--- src/hdl/cde_regs.vh ---
/*
  constants for the complement / decrement execution block:
  instruction word layout, opcode patterns and widths.
  assumes a 12-bit instruction word and an 8-bit data path.
*/
`ifndef CDE_REGS_VH
`define CDE_REGS_VH

// ************************************************
// instruction word layout
// ************************************************
`define CDE_INSN_W 12
`define CDE_DATA_W 8
`define CDE_ADDR_W 5
`define CDE_FADDR_LSB 0
`define CDE_FADDR_MSB 4
`define CDE_DEST_BIT 5
`define CDE_OPC_LSB 6
`define CDE_OPC_MSB 11
`define CDE_OPC_W 6

// ************************************************
// opcode patterns, bits 11:6
// ************************************************
`define CDE_OPC_COMPLEMENT 6'h09
`define CDE_OPC_DECREMENT 6'h03

// ************************************************
// destination select and constants
// ************************************************
`define CDE_DEST_ACC 1'h0
`define CDE_DEST_FILE 1'h1
`define CDE_ACC_RESET 8'h00
`define CDE_ONE 8'h01
`define CDE_ZERO 8'h00
`define CDE_FLAG_CLEAR 1'h0

`endif

--- src/hdl/cde_exec.v ---
/*
  execution of the complement-file and decrement-file instructions.
  holds the 32-entry file and the working accumulator. assumes the
  core presents one decoded instruction per cycle with insn_valid,
  on core_clk which is the instruction-cycle clock.
*/
`timescale 1ns/1ps
`include "cde_regs.vh"


module cde_exec #(
  parameter DATA_W = `CDE_DATA_W,
  parameter ADDR_W = `CDE_ADDR_W
) (
  input wire core_clk,
  input wire rst,
  input wire insn_valid,
  input wire [`CDE_INSN_W-1:0] insn_word,
  output reg [DATA_W-1:0] acc_reg,
  output reg zero_flag_reg,
  output reg [DATA_W-1:0] result_reg,
  output reg done_reg
);

  localparam DEPTH = 1 << ADDR_W;

  reg [DATA_W-1:0] file_mem [0:DEPTH-1];
  wire [ADDR_W-1:0] faddr;
  wire dest_sel;
  wire [`CDE_OPC_W-1:0] opcode;
  wire is_complement;
  wire is_decrement;
  wire exec_op;
  wire to_file;
  wire to_acc;
  wire [DATA_W-1:0] operand;
  wire [DATA_W-1:0] alu_result;
  wire alu_zero;
  integer i;

  // ************************************************
  // opcode match, shared by both instructions
  // ************************************************
  function cde_opc_match;
    input valid;
    input [`CDE_OPC_W-1:0] opc;
    input [`CDE_OPC_W-1:0] pattern;
    begin
      cde_opc_match = valid && (opc == pattern);
    end
  endfunction

  // ************************************************
  // decode
  // ************************************************
  assign faddr = insn_word[`CDE_FADDR_MSB:`CDE_FADDR_LSB];
  assign dest_sel = insn_word[`CDE_DEST_BIT];
  assign opcode = insn_word[`CDE_OPC_MSB:`CDE_OPC_LSB];
  assign is_complement = cde_opc_match(insn_valid, opcode, `CDE_OPC_COMPLEMENT);
  assign is_decrement = cde_opc_match(insn_valid, opcode, `CDE_OPC_DECREMENT);
  assign exec_op = is_complement || is_decrement;
  assign to_file = exec_op && (dest_sel == `CDE_DEST_FILE);
  assign to_acc = exec_op && (dest_sel == `CDE_DEST_ACC);
  assign operand = file_mem[faddr];

  cde_alu #(
    .DATA_W(DATA_W)
  ) u_alu (
    .operand(operand),
    .do_complement(is_complement),
    .result(alu_result),
    .result_zero(alu_zero)
  );

  // ************************************************
  // file storage, written back when dest selects it
  // ************************************************
  // cleared on reset: costs flops, but a restart never runs on stale data
  always @(posedge core_clk or posedge rst) begin
    if (rst) begin
      for (i = 0; i < DEPTH; i = i + 1) begin
        file_mem[i] <= `CDE_ZERO;
      end
    end else if (to_file) begin
      file_mem[faddr] <= alu_result;
    end
  end

  // ************************************************
  // accumulator, flag and result, one cycle per op
  // ************************************************
  always @(posedge core_clk or posedge rst) begin
    if (rst) begin
      acc_reg <= `CDE_ACC_RESET;
      zero_flag_reg <= `CDE_FLAG_CLEAR;
      result_reg <= `CDE_ZERO;
      done_reg <= `CDE_FLAG_CLEAR;
    end else begin
      done_reg <= exec_op;
      if (exec_op) begin
        result_reg <= alu_result;
        zero_flag_reg <= alu_zero;
      end
      if (to_acc) begin
        acc_reg <= alu_result;
      end
    end
  end

endmodule // cde_exec

--- src/hdl/cde_alu.v ---
/*
  combinational result unit: complement or decrement of one operand,
  with zero detect. assumes the caller qualifies the select.
*/
`timescale 1ns/1ps
`include "cde_regs.vh"

module cde_alu #(
  parameter DATA_W = `CDE_DATA_W
) (
  input wire [DATA_W-1:0] operand,
  input wire do_complement,
  output wire [DATA_W-1:0] result,
  output wire result_zero
);

  // ************************************************
  // result select
  // ************************************************
  assign result = do_complement ? ~operand : operand - `CDE_ONE;
  assign result_zero = (result == {DATA_W{1'h0}});

endmodule // cde_alu

--- config.mk ---
export PLATFORM = sky130hd
export DESIGN_NAME = cde_exec
export DESIGN_NICKNAME = d
export VERILOG_FILES = /design/src/hdl/cde_exec.v /design/src/hdl/cde_alu.v
export VERILOG_INCLUDE_DIRS = /design/src /design/src/hdl
export SDC_FILE = /design/constraint.sdc
export NUM_CORES = 1
export LEC_CHECK = 0
export ABC_AREA = 1
export BUFFER_PORTS_ARGS = -buffer_cell sky130_fd_sc_hd__buf_4
export CAP_MARGIN = 20
export CORE_ASPECT_RATIO = 1.2
export CORE_MARGIN = 4
export CORE_UTILIZATION = 63
export DETAILED_ROUTE_END_ITERATION = 10
export PLACE_DENSITY_LB_ADDON = 0.05
export SYNTH_ARGS = -nofsm -noshare
export SYNTH_HDL_FRONTEND = slang
export SYNTH_SLANG_ARGS = --single-unit
--- constraint.sdc ---
create_clock -name core_clk -period 9.94 [get_ports core_clk]
set_input_delay 0.497 -clock core_clk [delete_from_list [all_inputs] [get_ports core_clk]]
set_output_delay 0.497 -clock core_clk [all_outputs]
set_load 0.01 [all_outputs]
After elaboration in Yosys (flattened, before gate mapping)

Cells that the tools add are included.

Input port bits: 15
Output and inout bits: 18
Register bits after elaboration: 274
Logic and storage cells: 58

Reductions and logical operators: 7
Bitwise operators: 3
Magnitude comparators: 2
Equal/unequal tests: 2
Muxes and demuxes: 7
Add/sub/neg operators: 1

Operators with widths:

| kind                                                                          | count |
|---|---|
| 256-bit bitwise mux                                                           | 1 |
| 8-bit binary-select mux with 5-bit select                                     | 1 |
| 8-bit demux with 5-bit select                                                 | 1 |
| 8-bit two-way mux                                                             | 4 |
| 8-bit zero test                                                               | 1 |
| 8-bit inverter                                                                | 1 |
| 8-bit by 1-bit subtractor with 8-bit output (second input constant)           | 1 |
| 6-bit by 2-bit equality test with 1-bit output (second input constant)        | 1 |
| 6-bit by 4-bit equality test with 1-bit output (second input constant)        | 1 |
| 6-bit greater-or-equal comparator (second input constant)                     | 1 |
| 6-bit by 1-bit less-than comparator with 1-bit output (second input constant) | 1 |
| 5-bit inverter with 6-bit output                                              | 1 |
| 1-bit logical AND                                                             | 5 |
| 1-bit logical OR                                                              | 1 |
| 1-bit inverter                                                                | 1 |

Depth between registers and ports, before layout

Depth in word-level cells: 7
Mapped depth: 23
Depth with buffers taken out: 21

Modules after synthesis

A second synthesis with hierarchy kept.

Cells, all modules: 1,939
Area, all modules: 13,763.2 sq um

Modules (own cells, without submodules):

| module   | instances | area each (sq um) | seq. area each (sq um) | cells each |
|---|---|---|---|---|
| cde_exec | 1         | 13,497.9          | 6,856.6                | 1,883 |
| cde_alu  | 1         | 265.3             | 0.0                    | 56 |

Worst setup path after synthesis

No wires, ideal clock.

Path type: input -> register
From: input insn_word[3]
To: register file_mem[241] (netlist bit)
Stages: 14
Buffers on the path: 3
Library setup time: 0.083 ns
Data required time: 9.857 ns
Arrival time: 2.569 ns
Setup slack: 7.289 ns
Path through: buf_4 -> inv_2 -> nor3_2 -> nand2_1 -> nand2_1 -> nor2_1 -> nand2_4 -> inv_2 -> ha_1 -> or2_2 -> and2_1 -> clkbuf_1 -> buf_1 -> o21ai_0

Longest elaborated chain between the ends: 7
Elaborated cells between the ends (all ways): 13
Those cells by class: add/sub: 1; order compare: 2; mux: 7; bitwise: 2; reduce/logical: 1

RTL lines:

| what                                                                                    | line                         | text |
|---|---|---|
| start: declaration                                                                      | cde_exec.v:18                | `` input wire [`CDE_INSN_W-1:0] insn_word, `` |
| 5-bit inverter with 6-bit output (implied by the code) (*)                              | cde_exec.v:64, cde_exec.v:85 |  |
| 8-bit binary-select mux with 5-bit select                                               | cde_exec.v:64                | `assign operand = file_mem[faddr];` |
| 8-bit two-way mux (implied by the code) (2 in series)                                   | cde_exec.v:64                |  |
| 8-bit by 1-bit subtractor with 8-bit output (no line) or 8-bit inverter (tied branches) | -                            |  |
| 8-bit two-way mux (no line)                                                             | -                            |  |
| 256-bit bitwise mux (*)                                                                 | cde_exec.v:85                | `file_mem[faddr] <= alu_result;` |
| end signal: indexed assignment                                                          | cde_exec.v:82                | `` file_mem[i] <= `CDE_ZERO; `` |
| end signal: indexed assignment                                                          | cde_exec.v:85                |  |
| end: declaration                                                                        | cde_exec.v:27                | `reg [DATA_W-1:0] file_mem [0:DEPTH-1];` |

Every way passes the cells marked *; elsewhere a longest branch is shown, timed or not. The select of a mux whose other input is x is not followed.
A chain may end at the register's enable or synchronous reset.

Worst setup path in the final report

From: input insn_word[1]
To: register file_mem[194] (netlist bit)

Same word-level chain as after synthesis.

==> impl_metrics.json <==
{
  "p_seq_share_pct": 47.5,
  "synth_compound_area_share_pct": 11.94,
  "ys_ff_latch": 274,
  "post_cts_buffers": 0,
  "wl_um": 34020,
  "dieArea_um2": 22830,
  "leakagePower_nw": 7.253,
  "antenna_found_initial": 0,
  "synthFlopType": "dfrtp_1",
  "power_frac_comb_pct": 7.8,
  "first_iter_violations": 1155,
  "fin_setup_tns_ns": 0,
  "vdd_drop_max_mv": 0.1563,
  "dp_hpwl_um": 20880,
  "port_buffers": 32,
  "crit_type": "in2reg",
  "gp_congestion": 0.9180,
  "grt_pass1_vias": 10580,
  "avgSynthCellArea_um2": 7.649,
  "max_cap_viol_count": 0,
  "num_rows": 57,
  "final_cell_mix": "nand2_1, dfrtp_1, o21ai_0",
  "htreeDepth": 1,
  "grt_pass1_wl_um": 55470,
  "cts_hold_buf": 0,
  "first_pass_iters": 8,
  "nFillCells": 1703,
  "synth_top_area_share_pct": 53.17,
  "max_stage_delay_ns": 0.74,
  "routedWlPerCell_um": 17.51,
  "clkPwrFrac_pct": 44.7,
  "initial_utilization_pct": 63.90,
  "coreArea_um2": 20180,
  "cp_slowest_cell": "inv_1",
  "fin_util_pct": 69.34,
  "cts_tree": "yes",
  "grt.overflow.total": 0,
  "synth.area.mux_share_pct": 0,
  "drc_errors": 0,
  "crit_buf_inv": 7,
  "synthArstFlopShare_pct": 100.0,
  "synth_cells": 1686,
  "synthDistinctLibCells": 31,
  "crit_top_cell": "nand2_1",
  "cp-start-kind": "input port",
  "synth_area_leaders": "dfrtp_1, nand2_1, o21ai_0",
  "cts-root-buf": "clkbuf_16",
  "fin_crit_ns": 4.115,
  "io_pins": 33,
  "cp_top_family": "buffers and inverters",
  "dieHeight_um": 164.7,
  "finClkSkew_ns": 0.02308,
  "synth_warnings": 0,
  "netlist_area_um2": 12900,
  "via_per_inst": 5.671,
  "cts.clk_slew.worst_paths_ns": 0.06,
  "ant_nets": 0,
  "hp-class": "in2async",
  "final_common_cell": "nand2_1",
  "end_kind": "register",
  "insertion_delay_ns": 0.56,
  "synthAdderAreaFrac_pct": 0.09702,
  "nets": 1672,
  "power_switching_uw": 596.6,
  "layout-drive-gt1-share_pct": 7.032,
  "cts_resized": 0,
  "clkSinkCount": 274,
  "post-route-period-util_pct": 41.40,
  "cp_cell_sequence": "buf_4 > inv_2 > buf_4 > nor2_2 > buf_4 > nand2_1 > nand3_1 > nand2_1 > nand2_1 > nor2_1 > nand2_4 > inv_2 > ha_1 > inv_1 > nand2_1 > nand3_1 > nand2_1 > inv_1 > o21ai_0",
  "syn_nets": 1702,
  "largest_register_ffs": 256,
  "cts_buffers": 28,
  "yosysTopAreaCell": "dfrtp_1",
  "grt_max_degree": 144,
  "setup_viol": 0,
  "grt.total_usage_pct": 30.27,
  "maxSlewViolCount": 0,
  "finalHoldViolCount": 0,
  "synth_xor_area_share_pct": 0.06792,
  "tightest_slew_ns": 1.036,
  "status": "finished, final reports clean",
  "required_ns": 10.30,
  "synthSimpleGateAreaFrac_pct": 28.97,
  "clockBufferDepth": 3,
  "antenna_cells": 0,
  "fmax_ghz": 0.2430,
  "die_w_um": 138.6,
  "area_growth_pct": 8.519,
  "vias": 11018,
  "seq_area_frac_synth_pct": 53.17,
  "internal_power_mw": 1.858,
  "slew_headroom_pct": 30.83,
  "crit_path_max_fanout": 45,
  "rsz0062_at_grt": "false",
  "cellPowerDensity_nw_per_um2": 175.4,
  "arrival_ns": 4.48,
  "swShare_pct": 24.31,
  "synth_top_family_by_area": "simple AND/OR/NAND/NOR gates",
  "synth_edf_count": 0
}
==> final cells by class <==
class	count	area, µm²	area share (%)
timing repair buffer	39	292.8	2.092
tap	265	331.6	2.369
multi-input combinational	1251	5298	37.85
clock buffer	45	885.9	6.330
inverter	62	242.7	1.734
clock inverter	7	87.58	0.6258
sequential	274	6857	48.99
==> power by group through the flow <==
| stage | clock network [mW] | logic, mW | registers, mW |
|---|---|---|---|
| after floorplan | 0 | 0.116 | 1.19 |
| after global placement | 0 | 0.189 | 1.19 |
| after detailed placement | 0 | 0.192 | 1.19 |
| after CTS | 1.10 | 0.193 | 1.17 |
| after global routing | 1.15 | 0.212 | 1.17 |
| final | 1.10 | 0.192 | 1.17 |
==> synthesized netlist by cell type (3+ instances only) <==
cell type  number
inv_1          49
buf_4           8
nand4_1         3
nand2_2         3
o21ai_1        72
a22oi_1        14
dfrtp_1       274
nand2_1       862
o21ai_0       210
buf_1           4
nor3_2          7
nand3_1        30
nor2_2          3
nor2_1         31
buf_6           9
buf_2          30
clkbuf_1       48
inv_2          11
==> per-stage QoR <==
stage	area (µm²)	setup slack, ns	cells	hold WS (ns)	power [mW]
final	13990	5.825	1943	0.1652	2.455
after global routing	13990	5.473	1943	0.2498	2.535
after CTS	13990	5.928	1943	0.2167	2.462
after detailed placement	13020	5.364	1891	0.4717	1.377
after global placement	13020	5.452	1891	0.4650	1.374
after floorplan	12900	1.891	1686	0.4529	1.307
==> cells by family (layout without fill, tap and decap cells) <==
group                      Yosys count  after routing
and+or+nand+nor                    949            949
DFF                                274            274
AOI/OAI and AO/OA                  300            300
adders and majority gates            1              1
buffers and inverters              161            153
xor gates and xnor gates             1              1
==> path summary, 6_finish.rpt <==
check,from,endpoint,slack [ns],cells past startpoint
min in group core_clk,file_mem[33],file_mem[33],0.48,2
worst min register to register,file_mem[33],file_mem[33],0.48,2
worst max register to register,file_mem[24],file_mem[204],6.83,17
worst max-delay path,insn_word[1],file_mem[194],5.82,19
max in group asynchronous,rst,file_mem[27],8.36,3
worst min-delay path,rst,file_mem[78],0.17,2
==> routing by layer <==
metal / GRT usage [%] / part of all wire (%)
met5: 0 / 0
met4: 11.64 / 3.6
met3: 4.431 / 6.8
met2: 50.67 / 48
met1: 40.57 / 42
Power figures use the tool's default switching activity.
